--- src/pdc_defines.vh ---
// How it works
// primary feedback divider ratio is 12 bits, range 1..4095, resets to 3072
// secondary feedback divider ratio is 9 bits, range 4..511, resets to 30
// power-down bit set disables secondary divider; clear (reset) keeps it enabled
// host sets power-down when input clock monitors are unused
// 3-bit predivider detect phase, codes 010..111, resets to 101
// first-stage input predivider is 12 bits, 1..4095, resets to 3072
// second-stage feedback predivider is 9 bits, 8..511, resets to 30
// second-stage input predivider is 6 bits, 1..63; zero means bypass
// doubler set doubles first-stage mux output, else divides by input predivider
// with doubler set, input predivider setting has no effect
// output source clear: second-stage PLL enabled and feeds channel dividers
// output source set: second stage bypassed, channels divide first-stage output
// lock mask set hides first-stage loss of lock from lock pin
// port mode clear: 3-wire, data pin bidirectional, dedicated output pin floats
// port mode set: 4-wire, read data driven on dedicated output pin
// feedback bypass set: feedback ratio is primary times secondary, else primary
// first-stage bypass mux passes PLL output; bypass control set bypasses it
// every field reads back last written value and resets to its default
// host must not write out-of-range ratios such as zero
`ifndef PDC_DEFINES_VH
`define PDC_DEFINES_VH
// ----------------------------------------
// register addresses
// ----------------------------------------
`define PDC_A_FB0     7'h00
`define PDC_A_FB1     7'h01
`define PDC_A_SEC0    7'h02
`define PDC_A_SEC1    7'h03
`define PDC_A_PV0     7'h04
`define PDC_A_PV1     7'h05
`define PDC_A_MF0     7'h08
`define PDC_A_MF1     7'h09
`define PDC_A_BYP1    7'h0A
`define PDC_A_SPRE    7'h0C
`define PDC_A_MISC    7'h1F
// ----------------------------------------
// reset values
// ----------------------------------------
`define PDC_RST_R12   12'hC00
`define PDC_RST_R9    9'h01E
`define PDC_RST_PH    3'h5
`define PDC_RST_FBPH  3'h5
`define PDC_RST_MOD   4'h0
// ----------------------------------------
// frame layout
// ----------------------------------------
`define PDC_ADDR_W    7
`define PDC_HDR_BITS  4'h8
`define PDC_DAT_BITS  4'h8
`endif

--- src/pdc_top.v ---
`timescale 1ns/1ps
`default_nettype none
`include "pdc_defines.vh"
// ----------------------------------------
// pll divider configuration top
// ----------------------------------------
module pdc_top
(
	input  wire        I_REF_CLK,
	input  wire        I_RESETN,
	input  wire        I_SCLK,
	input  wire        I_CS_N,
	input  wire        I_SDIO,
	input  wire        I_LOSS_OF_LOCK_V,
	input  wire        I_LOSS_OF_LOCK_F,
	output reg         O_SDIO,
	output reg         O_SDIO_OE,
	output reg         O_SDO,
	output reg         O_SDO_OE,
	output reg         O_LOCK,
	output reg  [11:0] O_PRIMARY_FB_DIV,
	output reg  [8:0]  O_SECONDARY_FB_DIV,
	output reg         O_SECONDARY_DIV_EN,
	output reg         O_FB_USE_PRODUCT,
	output reg  [2:0]  O_FB_DETECT_PHASE,
	output reg  [2:0]  O_PREDIV_DETECT_PHASE,
	output reg  [11:0] O_FIRST_INPUT_PREDIV,
	output reg         O_FIRST_STAGE_EN,
	output reg  [8:0]  O_SECOND_FB_PREDIV,
	output reg  [5:0]  O_SECOND_INPUT_PREDIV,
	output reg         O_SECOND_PREDIV_BYPASS,
	output reg         O_DOUBLER_EN,
	output reg         O_SECOND_STAGE_EN,
	output reg         O_CHANNEL_FROM_FIRST,
	output reg         O_SERIAL_PIN_LEVEL,
	output reg         O_STATUS_PIN_LEVEL
);
	wire [6:0]  addr;
	wire [7:0]  wdata;
	wire        wr;
	wire        rd_phase;
	wire        sout;
	wire [7:0]  rdata;
	wire [11:0] mv;
	wire [8:0]  sec;
	wire        sec_pd;
	wire [2:0]  fb_ph;
	wire        fb_byp;
	wire [11:0] ipre;
	wire [2:0]  ipre_ph;
	wire [8:0]  sfb;
	wire        byp_v;
	wire [5:0]  spre;
	wire        dbl;
	wire        src;
	wire        lmask;
	wire        pmode;
	wire        selsv;
	wire        selst;

	pdc_spi_shift u_spi
	(
		.clk        (I_REF_CLK),
		.rst_n      (I_RESETN),
		.i_sclk     (I_SCLK),
		.i_cs_n     (I_CS_N),
		.i_sdio     (I_SDIO),
		.i_rdata    (rdata),
		.o_addr     (addr),
		.o_wdata    (wdata),
		.o_wr       (wr),
		.o_rd_phase (rd_phase),
		.o_sout     (sout)
	);

	pdc_regfile u_regs
	(
		.clk      (I_REF_CLK),
		.rst_n    (I_RESETN),
		.i_addr   (addr),
		.i_wdata  (wdata),
		.i_wr     (wr),
		.o_rdata  (rdata),
		.o_mv     (mv),
		.o_sec    (sec),
		.o_sec_pd (sec_pd),
		.o_fb_ph  (fb_ph),
		.o_fb_byp (fb_byp),
		.o_ipre    (ipre),
		.o_ipre_ph (ipre_ph),
		.o_sfb     (sfb),
		.o_byp_v   (byp_v),
		.o_spre    (spre),
		.o_dbl    (dbl),
		.o_src    (src),
		.o_lmask  (lmask),
		.o_pmode  (pmode),
		.o_selsv  (selsv),
		.o_selst  (selst),
		.o_misc   ()
	);

	// ----------------------------------------
	// registered control outputs
	// ----------------------------------------
	always @(posedge I_REF_CLK or negedge I_RESETN)
	begin
		if (!I_RESETN)
		begin
			O_SDIO                 <= 1'b0;
			O_SDIO_OE              <= 1'b0;
			O_SDO                  <= 1'b0;
			O_SDO_OE               <= 1'b0;
			O_LOCK                 <= 1'b0;
			O_PRIMARY_FB_DIV       <= `PDC_RST_R12;
			O_SECONDARY_FB_DIV     <= `PDC_RST_R9;
			O_SECONDARY_DIV_EN     <= 1'b1;
			O_FB_USE_PRODUCT       <= 1'b0;
			O_FB_DETECT_PHASE      <= `PDC_RST_FBPH;
			O_PREDIV_DETECT_PHASE  <= `PDC_RST_PH;
			O_FIRST_INPUT_PREDIV   <= `PDC_RST_R12;
			O_FIRST_STAGE_EN       <= 1'b1;
			O_SECOND_FB_PREDIV     <= `PDC_RST_R9;
			O_SECOND_INPUT_PREDIV  <= 6'h00;
			O_SECOND_PREDIV_BYPASS <= 1'b1;
			O_DOUBLER_EN           <= 1'b0;
			O_SECOND_STAGE_EN      <= 1'b1;
			O_CHANNEL_FROM_FIRST   <= 1'b0;
			O_SERIAL_PIN_LEVEL     <= 1'b0;
			O_STATUS_PIN_LEVEL     <= 1'b0;
		end
		else
		begin
			// ratios, out-of-range left to host
			O_PRIMARY_FB_DIV      <= mv;
			O_SECONDARY_FB_DIV    <= sec;
			// power-down gating
			O_SECONDARY_DIV_EN    <= ~sec_pd;
			// product feedback select
			O_FB_USE_PRODUCT      <= fb_byp;
			// lock-detect window
			O_FB_DETECT_PHASE     <= fb_ph;
			O_PREDIV_DETECT_PHASE <= ipre_ph;
			// predividers
			O_FIRST_INPUT_PREDIV  <= ipre;
			O_SECOND_FB_PREDIV    <= sfb;
			// first-stage bypass
			O_FIRST_STAGE_EN      <= ~byp_v;
			// doubler selection
			O_DOUBLER_EN          <= dbl;
			// predivider ignored when doubling
			O_SECOND_INPUT_PREDIV <= dbl ? 6'h00 : spre;
			// zero means bypass
			O_SECOND_PREDIV_BYPASS <= dbl | (spre == 6'h00);
			// second-stage source
			O_SECOND_STAGE_EN     <= ~src;
			O_CHANNEL_FROM_FIRST  <= src;
			// lock masking; second-stage loss of lock ignored while that stage is bypassed
			O_LOCK <= ~((I_LOSS_OF_LOCK_V & ~lmask) | (I_LOSS_OF_LOCK_F & ~src));
			O_SERIAL_PIN_LEVEL    <= selsv;
			O_STATUS_PIN_LEVEL    <= selst;
			// R14 3-wire read on data pin
			O_SDIO                <= sout;
			O_SDIO_OE             <= rd_phase & ~pmode & ~I_CS_N;
			// R15 4-wire read on output pin
			O_SDO                 <= sout;
			O_SDO_OE              <= rd_phase & pmode & ~I_CS_N;
		end
	end
endmodule // pdc_top
`default_nettype wire

--- src/pdc_spi_shift.v ---
`timescale 1ns/1ps
`default_nettype none
`include "pdc_defines.vh"
// ----------------------------------------
// spi frame engine, mode 0, msb first
// ----------------------------------------
module pdc_spi_shift
(
	input  wire       clk,
	input  wire       rst_n,
	input  wire       i_sclk,
	input  wire       i_cs_n,
	input  wire       i_sdio,
	input  wire [7:0] i_rdata,
	output reg  [6:0] o_addr,
	output reg  [7:0] o_wdata,
	output reg        o_wr,
	output reg        o_rd_phase,
	output reg        o_sout
);
	reg       sclk_q;
	reg [3:0] cnt;
	reg       hdr;
	reg       is_rd;
	reg [7:0] sh;
	reg [7:0] rsh;
	wire      rise = i_sclk & ~sclk_q;
	wire      fall = ~i_sclk & sclk_q;

	always @(posedge clk or negedge rst_n)
	begin
		if (!rst_n)
		begin
			sclk_q     <= 1'b0;
			cnt        <= 4'h0;
			hdr        <= 1'b1;
			is_rd      <= 1'b0;
			sh         <= 8'h00;
			rsh        <= 8'h00;
			o_addr     <= 7'h00;
			o_wdata    <= 8'h00;
			o_wr       <= 1'b0;
			o_rd_phase <= 1'b0;
			o_sout     <= 1'b0;
		end
		else
		begin
			sclk_q <= i_sclk;
			o_wr   <= 1'b0;
			// step address only after the write strobe has used it
			if (o_wr)
				o_addr <= o_addr + 7'h01;
			if (i_cs_n)
			begin
				cnt        <= 4'h0;
				hdr        <= 1'b1;
				o_rd_phase <= 1'b0;
			end
			else if (rise)
			begin
				sh <= {sh[6:0], i_sdio};
				if (cnt == `PDC_HDR_BITS - 4'h1)
				begin
					cnt <= 4'h0;
					if (hdr)
					begin
						// header: rw bit then address
						hdr    <= 1'b0;
						is_rd  <= sh[6];
						o_addr <= {sh[5:0], i_sdio};
					end
					else
					begin
						// data byte; auto-increment for streaming
						if (!is_rd)
						begin
							o_wdata <= {sh[6:0], i_sdio};
							o_wr    <= 1'b1;
						end
						else
							o_addr <= o_addr + 7'h01;
					end
				end
				else
					cnt <= cnt + 4'h1;
			end
			else if (fall)
			begin
				// load read byte right after header or data byte ends
				if (!hdr && is_rd && cnt == 4'h0)
				begin
					o_rd_phase <= 1'b1;
					o_sout     <= i_rdata[7];
					rsh        <= {i_rdata[6:0], 1'b0};
				end
				else if (o_rd_phase)
				begin
					o_sout <= rsh[7];
					rsh    <= {rsh[6:0], 1'b0};
				end
			end
		end
	end
endmodule // pdc_spi_shift
`default_nettype wire

--- src/pdc_regfile.v ---
`timescale 1ns/1ps
`default_nettype none
`include "pdc_defines.vh"
// ----------------------------------------
// configuration storage
// ----------------------------------------
module pdc_regfile
(
	input  wire        clk,
	input  wire        rst_n,
	input  wire [6:0]  i_addr,
	input  wire [7:0]  i_wdata,
	input  wire        i_wr,
	output reg  [7:0]  o_rdata,
	output reg  [11:0] o_mv,
	output reg  [8:0]  o_sec,
	output reg         o_sec_pd,
	output reg  [2:0]  o_fb_ph,
	output reg         o_fb_byp,
	output reg  [11:0] o_ipre,
	output reg  [2:0]  o_ipre_ph,
	output reg  [8:0]  o_sfb,
	output reg         o_byp_v,
	output reg  [5:0]  o_spre,
	output reg         o_dbl,
	output reg         o_src,
	output reg         o_lmask,
	output reg         o_pmode,
	output reg         o_selsv,
	output reg         o_selst,
	output reg  [4:0]  o_misc
);
	// ----------------------------------------
	// writes
	// ----------------------------------------
	always @(posedge clk or negedge rst_n)
	begin
		if (!rst_n)
		begin
			// default ratios
			o_mv      <= `PDC_RST_R12;
			o_ipre    <= `PDC_RST_R12;
			// default ratios
			o_sec     <= `PDC_RST_R9;
			o_sfb     <= `PDC_RST_R9;
			o_sec_pd  <= 1'b0;
			// phase default
			o_ipre_ph <= `PDC_RST_PH;
			o_fb_ph   <= `PDC_RST_FBPH;
			o_fb_byp  <= 1'b0;
			o_byp_v   <= 1'b0;
			// bypass default
			o_spre    <= 6'h00;
			o_dbl    <= 1'b0;
			o_src    <= 1'b0;
			o_lmask  <= 1'b0;
			o_pmode  <= 1'b0;
			o_selsv  <= 1'b0;
			o_selst  <= 1'b0;
			o_misc   <= 5'h00;
		end
		else if (i_wr)
		begin
			// store written fields
			case (i_addr)
			`PDC_A_FB0:
			begin
				o_fb_ph     <= i_wdata[7:5];
				o_sec_pd    <= i_wdata[4];
				o_mv[11:8]  <= i_wdata[3:0];
			end
			`PDC_A_FB1:  o_mv[7:0]  <= i_wdata;
			`PDC_A_SEC0: o_sec[7:0] <= i_wdata;
			`PDC_A_SEC1:
			begin
				o_sec[8] <= i_wdata[7];
				o_fb_byp <= i_wdata[0];
			end
			`PDC_A_PV0:
			begin
				o_ipre_ph    <= i_wdata[7:5];
				o_ipre[11:8] <= i_wdata[3:0];
			end
			`PDC_A_PV1:  o_ipre[7:0] <= i_wdata;
			`PDC_A_MF0:  o_sfb[8]    <= i_wdata[0];
			`PDC_A_MF1:  o_sfb[7:0]  <= i_wdata;
			`PDC_A_BYP1: o_byp_v     <= i_wdata[0];
			`PDC_A_SPRE:
			begin
				o_dbl  <= i_wdata[7];
				o_src  <= i_wdata[6];
				o_spre <= i_wdata[5:0];
			end
			`PDC_A_MISC:
			begin
				o_lmask <= i_wdata[7];
				o_pmode <= i_wdata[6];
				o_selst <= i_wdata[5];
				o_selsv <= i_wdata[4];
				o_misc  <= {1'b0, i_wdata[3:0]};
			end
			default: ;
			endcase
		end
	end

	// ----------------------------------------
	// readback, reserved bits as zero
	// ----------------------------------------
	always @*
	begin
		case (i_addr)
		`PDC_A_FB0:  o_rdata = {o_fb_ph, o_sec_pd, o_mv[11:8]};
		`PDC_A_FB1:  o_rdata = o_mv[7:0];
		`PDC_A_SEC0: o_rdata = o_sec[7:0];
		`PDC_A_SEC1: o_rdata = {o_sec[8], 6'h00, o_fb_byp};
		`PDC_A_PV0:  o_rdata = {o_ipre_ph, 1'b0, o_ipre[11:8]};
		`PDC_A_PV1:  o_rdata = o_ipre[7:0];
		`PDC_A_MF0:  o_rdata = {7'h00, o_sfb[8]};
		`PDC_A_MF1:  o_rdata = o_sfb[7:0];
		`PDC_A_BYP1: o_rdata = {7'h00, o_byp_v};
		`PDC_A_SPRE: o_rdata = {o_dbl, o_src, o_spre};
		`PDC_A_MISC: o_rdata = {o_lmask, o_pmode, o_selst, o_selsv, o_misc[3:0]};
		default:     o_rdata = 8'h00;
		endcase
	end
endmodule // pdc_regfile
`default_nettype wire

--- config.mk ---
export PLATFORM = sky130hd
export DESIGN_NAME = pdc_top
export DESIGN_NICKNAME = d
export VERILOG_FILES = /design/src/pdc_top.v /design/src/pdc_spi_shift.v /design/src/pdc_regfile.v
export VERILOG_INCLUDE_DIRS = /design/src
export SDC_FILE = /design/constraint.sdc
export NUM_CORES = 1
export LEC_CHECK = 0
export CORE_ASPECT_RATIO = 1.25
export CORE_MARGIN = 4
export CORE_UTILIZATION = 55
export DETAILED_ROUTE_END_ITERATION = 12
export DONT_BUFFER_PORTS = 1
export PLACE_DENSITY = 0.7
export SYNTH_ARGS = -nofsm -noshare
export SYNTH_HDL_FRONTEND = slang
export SYNTH_HIERARCHICAL = 1
export SYNTH_SLANG_ARGS = --single-unit
--- constraint.sdc ---
create_clock -name I_REF_CLK -period 2.3 [get_ports I_REF_CLK]
set_input_delay 0.46 -clock I_REF_CLK [delete_from_list [all_inputs] [get_ports I_REF_CLK]]
set_output_delay 0.46 -clock I_REF_CLK [all_outputs]
set_load 0.01 [all_outputs]
Yosys cells after proc, flatten, opt, wreduce, memory -nomap -nowiden
Index checks and enable logic that the tools add are counted.
W data, S select, Z words.
{"block": "word_totals", "register_bits": 174, "out_inout_bits": 68, "elab_cells": 143}
{"block": "op_classes", "n_addsub": 2, "n_eq_ne": 12, "n_mux": 27, "n_bitwise": 22, "reduce_logical": 28}
{"op": "$pmux W8 S11", "count": 1}
{"op": "$mux W7", "count": 6}
{"op": "$eq A7 B4 Y1 const B", "count": 4}
{"op": "$reduce_and A2 Y1", "count": 13}
{"op": "$mux W8", "count": 2}
{"op": "$eq A7 B2 Y1 const B", "count": 2}
{"op": "$eq A7 B3 Y1 const B", "count": 2}
{"op": "$mux W1", "count": 14}
{"op": "$mux W4", "count": 3}
{"op": "$not A1 Y1", "count": 12}
{"op": "$reduce_bool A2 Y1", "count": 5}
{"op": "$and A1 B1 Y1", "count": 8}
{"op": "$reduce_and A4 Y1", "count": 2}
{"op": "$add A7 B1 Y7 const B", "count": 1}
{"op": "$eq A7 B1 Y1 const B", "count": 1}
{"op": "$eq A7 B5 Y1 const B", "count": 1}
{"op": "$logic_not A7 Y1", "count": 1}
{"op": "$logic_not A6 Y1", "count": 1}
{"op": "$mux W6", "count": 1}
{"op": "$reduce_and A5 Y1", "count": 1}
{"op": "$add A4 B1 Y4 const B", "count": 1}
{"op": "$eq A4 B3 Y1 const B", "count": 1}
{"op": "$logic_not A4 Y1", "count": 1}
{"op": "$reduce_and A3 Y1", "count": 1}
{"op": "other kinds (4)", "count": 6}

Depth between registers and ports, before layout
Gate-level depths: netlist of the first run.
{"block": "depth", "ltp_word": 7, "depth_mapped": 9, "depth_no_buf": 6}

Modules after synthesis
Netlist of the first run, hierarchy kept.
{"mod": "pdc_regfile", "instances": 1, "cells_per_inst": 248, "area_per_inst_um2": 3279.4, "seq_area_each_um2": 1696.6}
{"mod": "pdc_spi_shift", "instances": 1, "cells_per_inst": 171, "area_per_inst_um2": 1906.8, "seq_area_each_um2": 977.2}
{"mod": "pdc_top", "instances": 1, "cells_per_inst": 84, "area_per_inst_um2": 1803.0, "seq_area_each_um2": 1701.6}

Least setup slack after synthesis of the first run
OpenSTA, ideal clock, no wires.
{"block": "synth_path", "kind": "reg-to-reg", "startpoint": "register u_spi.o_addr[0]", "endpoint": "register u_spi.rsh[7]", "t_arrival_ps": 1851, "required_time_ps": 2177, "path_slack_ps": 327, "stages_incl_launch_ff": 8, "n_path_buf": 2, "synth_period_minus_slack_ps": 1973, "cell_sequence": "dfrtp_1 -> clkbuf_1 -> clkbuf_1 -> mux2_2 -> a22oi_1 -> o311ai_0 -> mux2i_1 -> a21oi_1"}
{"block": "synth_between", "elab_chain_cells": 3}
{"item": "start: declaration", "line": "pdc_spi_shift.v:15", "rtl": "output reg [6:0] o_addr,"}
{"item": "start signal: assignment", "line": "pdc_spi_shift.v:52", "rtl": "o_addr <= o_addr + 7'h01;"}
{"item": "start signal: assignment", "line": "pdc_spi_shift.v:70", "rtl": "o_addr <= {sh[5:0], i_sdio};"}
{"item": "start signal: assignment", "line": "pdc_spi_shift.v:81", "rtl": "o_addr <= o_addr + 7'h01;"}
{"item": "$eq A7 B5 Y1 (tied with other cells)", "line": "pdc_regfile.v:112", "rtl": "case (i_addr)"}
{"item": "$pmux W8 S11 *", "line": "pdc_regfile.v:112"}
{"item": "named net rdata[6]", "line": "pdc_top.v:43", "rtl": "wire [7:0] rdata;"}
{"item": "$mux W8 *", "line": "pdc_spi_shift.v:90", "rtl": "if (!hdr && is_rd && cnt == 4'h0)"}
{"item": "end signal: assignment", "line": "pdc_spi_shift.v:94", "rtl": "rsh <= {i_rdata[6:0], 1'b0};"}
{"item": "end signal: assignment", "line": "pdc_spi_shift.v:99", "rtl": "rsh <= {rsh[6:0], 1'b0};"}
{"item": "end: declaration", "line": "pdc_spi_shift.v:26", "rtl": "reg [7:0] rsh;"}
Mark *: on every way through the listed nets, which the timed path passes. The rest lies on a longest branch.
A chain may end at the register's enable or synchronous reset.

Worst setup path after layout of the first run
{"block": "layout_path", "startpoint": "register u_spi.o_addr[1]", "endpoint": "register u_spi.rsh[1]"}
The elaborated chain is that of the path after synthesis.

==> results.md, run 1 <==
* Outcome: finished with violations
* Violated checks: hold timing
* Final Non-Filler Cells at slightly below 700
* Area Growth Syn to Fin at 11.5%
* Vias/cell at 6.03
* Setup CP Type: flip-flop to flip-flop
* Final #Nets at about 530
* CTS tree: yes
* Ys Warns at 6
* Routed Antenna Nets at 0
* Worst Path Required at between 2000 and 3000 ps
* Gate Count Post-Synth at roughly 500
* Fin util at a little under two thirds
* GPL Wtd Cong at 0.933
* Fin crit share at about nine tenths
* Initial DRC count at between 300 and 400
* Slew headroom at just under 60%
* CP Launch Type: flip-flop
* IO Port Bufs at 0
* Final setup viols at 0
* First-pass GRT wire length at ~24000 um
* Unrepaired setup endpoints after global routing: false
* Syn avg cell area at around 14 um^2
* Die area at about 15000 um^2
* Worst hold path type: input pin to asynchronous set/reset pin
* Inserted Clock Buffers at 17
* Post-Route Setup TNS at 0 ps
* Fillers at approximately 950
* Synth Net Count at 511
* Die Wd at roughly 110 um
* Total core area at 12300 um^2
* PD cells at roughly 800 nW/um^2
* Layer with the highest usage: met2
* Tmin final at ~2100 ps
* Leakage at approximately 3.7 nW
* Placed Cells at about 660
* Fin. max-slew vios at 0
* Layout cell share with drive strength beyond 1 at between 30% and 40%
* Clock Skew at 7.20 ps
* WHS at -265 ps
* Final Hold Viols at approximately 160
* First-pass detailed-route iteration total at 5
* Crit path max fanout at 14
* Clock slew seen by the registers of the worst setup and hold paths at around 70 ps
* Crit end category: flip-flop
* Maximum buffer depth of the clock tree at 2
* Max Fclk at 474 MHz
* I/O pin total at 75
* # rows at 45
* Vias at between 4000 and 5000
* CTS sink cnt at between 150 and 200
* Met3 Use GR at between 4 and 5%
* Actual slew at the worst max-slew pin at approximately 630 ps
* Max cap viols at 0
* Total Wirelength at approximately 15000 um
* Initial Util at between 50% and 60%
* Die height at between 100 and 150 um
* Initial antenna violation count at 0
* Htree depth at 4
* Vias in the first global route at between 4000 and 5000
* Residual DRC at 0
* M2 GR Usage at 36.1%
* GRT Overall Usage at approximately 22%
* Total power at between 6 and 7 mW
* Clk_lat worst skew at 410 ps
* Met1 usage at between 20 and 30%
* Maximum VDD drop at around 0.44 mV
* HPWL after DPL at between 10000 and 15000 um
* Wire length per cell at 22.2 um
* Root Buffer: clkbuf_16
* Largest net degree at the start of global routing at approximately 170
* Ant diodes at 0
* Mapped Area at between 6000 and 7000 um^2
* GRT overflow at 0
* Worst EP arrival at around 2400 ps
-- state kept, by name, indices dropped and copies added (netlist names), 3 cells and up --
name,cells
O_FB_DETECT_PHASE,3
O_FIRST_INPUT_PREDIV,12
O_PREDIV_DETECT_PHASE,3
O_PRIMARY_FB_DIV,12
O_SECONDARY_FB_DIV,9
O_SECOND_FB_PREDIV,9
O_SECOND_INPUT_PREDIV,6
u_regs/o_fb_ph,3
u_regs/o_ipre,12
u_regs/o_ipre_ph,3
u_regs/o_misc,4
u_regs/o_mv,12
u_regs/o_sec,9
u_regs/o_sfb,9
u_regs/o_spre,6
u_spi/cnt,4
u_spi/o_addr,7
u_spi/o_wdata,8
u_spi/rsh,7
u_spi/sh,7
-- worst max-delay path, cell delays in order, from the launching register on --
cell and delay, ps:
dfrtp_1 590, buf_12 200, mux2_2 350, nand2_1 70
o221ai_1 180, a221o_1 390, nand3_1 70, o21ai_0 110
-- timing repair --
item,4_1_cts,5_1_grt
buffers inserted,0,0
hold endpoints to repair,173,165
gates resized for setup,0,2
endpoints found under the setup margin,0,3
-- final timing paths --
check                                           end  cells after the start                start  slack [ps]
min reg2reg                O_PREDIV_DETECT_PHASE[0]                      0  u_regs/o_ipre_ph[0]         380
min                         O_FIRST_INPUT_PREDIV[0]                      0             I_RESETN        -260
max reg2reg                            u_spi/rsh[1]                      7      u_spi/o_addr[1]         190
max in group asynchronous       u_regs/o_ipre_ph[0]                      0             I_RESETN        2270
min in group I_REF_CLK                 u_spi/sclk_q                      0               I_SCLK          70
max                                    u_spi/rsh[1]                      7      u_spi/o_addr[1]         190
-- report_power, final --
part	switching (mW)	leakage [nW]	internal [mW]
clock	1.16	0.281	1.64
combinational	0.0374	1.15	0.0604
sequential	0.0749	2.24	3.11
total	1.27	3.67	4.82
-- per-layer routing --
metal  vias up  part of all wire (%)
li1       1838                     -
met1      2146                    40
met2       161                    52
met5         -                     0
met3        32                   4.7
met4         0                   2.4
-- placed cells by master, fill, tap and decap left out, drive strengths merged, types with 3 or more instances in the layout --
cell type,instances
nand4,5
nand3,11
o21ai,11
a22o,3
nor2b,9
mux2i,14
dfrtp,136
a32oi,4
ha,3
nor2,26
buf,15
a211o,3
dfstp,37
clkbuf,20
nor3,3
mux2,90
clkinv,5
and3,5
a21o,3
nand2,30
xnor2,8
a21oi,12
a22oi,14
and2,3
nor3b,3
nand2b,5
inv,17
-- final cells by class --
type,count,area [um^2],area share [%]
clock buffers,20,447,5.74
clock inverters,12,138,1.77
inverters,14,52.6,0.676
multi-input cells,295,2430,31.3
flip-flops and latches,173,4380,56.3
well taps,164,205,2.64
repair buffers,15,125,1.61
-- per-stage QoR --
| step | cell area [um^2] | hold slack (ps) | setup slack (ps) |
|---|---|---|---|
| after detailed placement | 7190 | 170 | 121 |
| after global routing | 7780 | -290 | 83.9 |
| after CTS | 7770 | -278 | 104 |
| final | 7780 | -265 | 192 |
| after global placement | 7190 | 171 | 69.5 |
| after floorplan | 6980 | 164 | 327 |
(Power assumes the default switching activity.)
==> inputs of run 2 (changes only) <==
GPL_TIMING_DRIVEN = 0   (was not set)
clock period = 2 ns   (was 2.3 ns; I/O delays follow)
==> run 2 against run 1 <==
The flow still finishes with violations (hold timing); combinational power up 28%; non-clock buffer count rose by 15; cell area is 2.7% higher; final cell count increased by 2.2%; power rose by 16%; first-iteration DRC count fell by 17%; fmax grew 7.8%; clock power grew 18%; global-route usage fell by 0.35 points; critical path depth decreased by 2; critical endpoint is now u_regs/o_sfb[6]; largest power group unchanged.
==> results.md, run 2 (synthesis results as in run 1) <==
* Slew headroom at between 60% and 70%
* Clk_lat worst skew at roughly 420 ps
* Initial DRC count at about 270
* Crit. Startpoint: u_spi/o_addr[5]
* Die Wd at ~110 um
* Total core area at around 12000 um^2
* Area Growth Syn to Fin at 14.5%
* Largest net degree at the start of global routing at 174
* Placed Cells at about 670
* Post-Route Setup TNS at 0 ps
* Die height at about 130 um
* First-pass detailed-route iteration total at 5
* Final setup viols at 0
* Htree depth at 4
* Critical Path Stages at 5
* Fin crit share at a little over nine tenths
* Max Fclk at roughly 510 MHz
* HPWL after DPL at between 10000 and 15000 um
* CP Launch Type: flip-flop
* Clock slew seen by the registers of the worst setup and hold paths at ~70 ps
* Crit end category: flip-flop
* Setup CP Type: flip-flop to flip-flop
* Setup slack after placement at -757 ps
* Initial antenna violation count at 0
* CTS sink cnt at around 170
* Worst hold path type: input pin to asynchronous set/reset pin
* CP cell instances: or4b_4 -> nor3_4 -> buf_4 -> nand2_4 -> mux2_2
* Final WS setup at 44.8 ps
* Tmin final at around 2000 ps
* CTS tree: yes
* IO Port Bufs at 0
* Final #Nets at 541
* CP max-delay cell: or4b_4
* First-pass GRT wire length at ~24000 um
* Max cap viols at 0
* Vias/cell at about 6
* Inserted Clock Buffers at 17
* Worst EP arrival at 2250 ps
* Fillers at roughly 930
* Fin. max-slew vios at 0
* Outcome: finished with violations
* Worst Path Required at approximately 2300 ps
* Initial Util at between 50% and 60%
* Leakage at between 3 and 4 nW
* Total Wirelength at between 15000 and 20000 um
* WHS at -321 ps
* Die area at about 15000 um^2
* Crit path max fanout at 8
* GRT Overall Usage at 21.8%
* Wire length per cell at between 20 and 25 um
* Vias in the first global route at between 4000 and 5000
* GPL Wtd Cong at approximately 0.93
* Residual DRC at 0
* Final Non-Filler Cells at slightly above 700
* Clock Skew at roughly 11 ps
* Layout cell share with drive strength beyond 1 at 40.1%
* Final Hold Viols at between 150 and 200
* I/O pin total at 75
* Worst R2R Path Depth at 5
* Routed Antenna Nets at 0
* Commonest non-fill, non-tap cell in the layout: dfrtp_1
* Root Buffer: clkbuf_16
* # rows at 45
* Cts hold-fix bufs at 1
* Buffers & Inverters on Critical Path at 1
* Worst path max stage delay at roughly 560 ps
* Actual slew at the worst max-slew pin at around 520 ps
* GRT overflow at 0
* Most frequent cells in the layout: dfrtp_1, mux2_2, dfstp_2
* PD cells at 886 nW/um^2
* CP top delay family: simple AND/OR/NAND/NOR gates
* RR Startpoint: u_spi/o_addr[5]
* Vias at roughly 4100
* Ant diodes at 0
* Violated checks: hold timing
* Maximum VDD drop at 0.493 mV
* Maximum buffer depth of the clock tree at 2
==> run 2: changes by cell type in the layout (fill, tap and decap cells not counted), moves of 3 or more <==
cell	delta
buf_2	+3
buf_6	+6
dfrtp_1	-6
dfrtp_2	+6
==> run 2: layout make-up <==
cell class	count	area [um^2]	share of cell area, %
timing repair buffer	12	105	1.32
clock buffer	19	443	5.54
tap	164	205	2.57
clock inverter	13	155	1.94
buffer	18	160	2.00
sequential	173	4380	54.9
inverter	14	52.6	0.658
multi-input combinational	295	2480	31.1
==> run 2: stage by stage <==
stage	util (%)	instance area, um^2	hold slack, ps	total power [mW]
2_1_floorplan	-	6980	104	3.79
3_3_place_gp	58.5	7180	109	3.84
3_5_place_dp	58.5	7180	110	3.85
4_1_cts	64.3	7900	-341	7.13
5_1_grt	65.1	7990	-351	7.31
6_report	65.1	7990	-321	7.08
==> run 2: final timing paths <==
path / to / slack (ps)
hold reg to reg: O_SECONDARY_FB_DIV[1] / 370
max in group asynchronous: u_regs/o_sfb[3] / 2100
min in group I_REF_CLK: O_SDIO_OE / 40
setup / recovery: u_regs/o_sfb[6] / 40
hold / removal: O_STATUS_PIN_LEVEL / -320
setup reg to reg: u_regs/o_sfb[6] / 40
==> run 2: repair_timing <==
action | CTS | global route
pin swaps | 4 | 3
endpoints found under the hold margin | 174 | 173
resized for setup | 24 | 14
buffers inserted | 6 | 5
setup endpoints to repair | 77 | 40
==> run 2: metal layers <==
| metal | up-vias | part of all wire (%) | global-route usage (%) |
|---|---|---|---|
| met2 | 96 | 53 | 37.4 |
| met3 | 18 | 3.3 | 4.09 |
| met4 | 0 | 1.7 | 6.67 |
| met5 | - | 0 | 0 |
| met1 | 2177 | 42 | 28.0 |
| li1 | 1856 | - | - |
==> run 2: power by group <==
group | internal [mW] | switching, mW
Clock | 1.90 | 1.38
Sequential | 3.58 | 0.0865
Combinational | 0.0763 | 0.0487
Total | 5.56 | 1.52
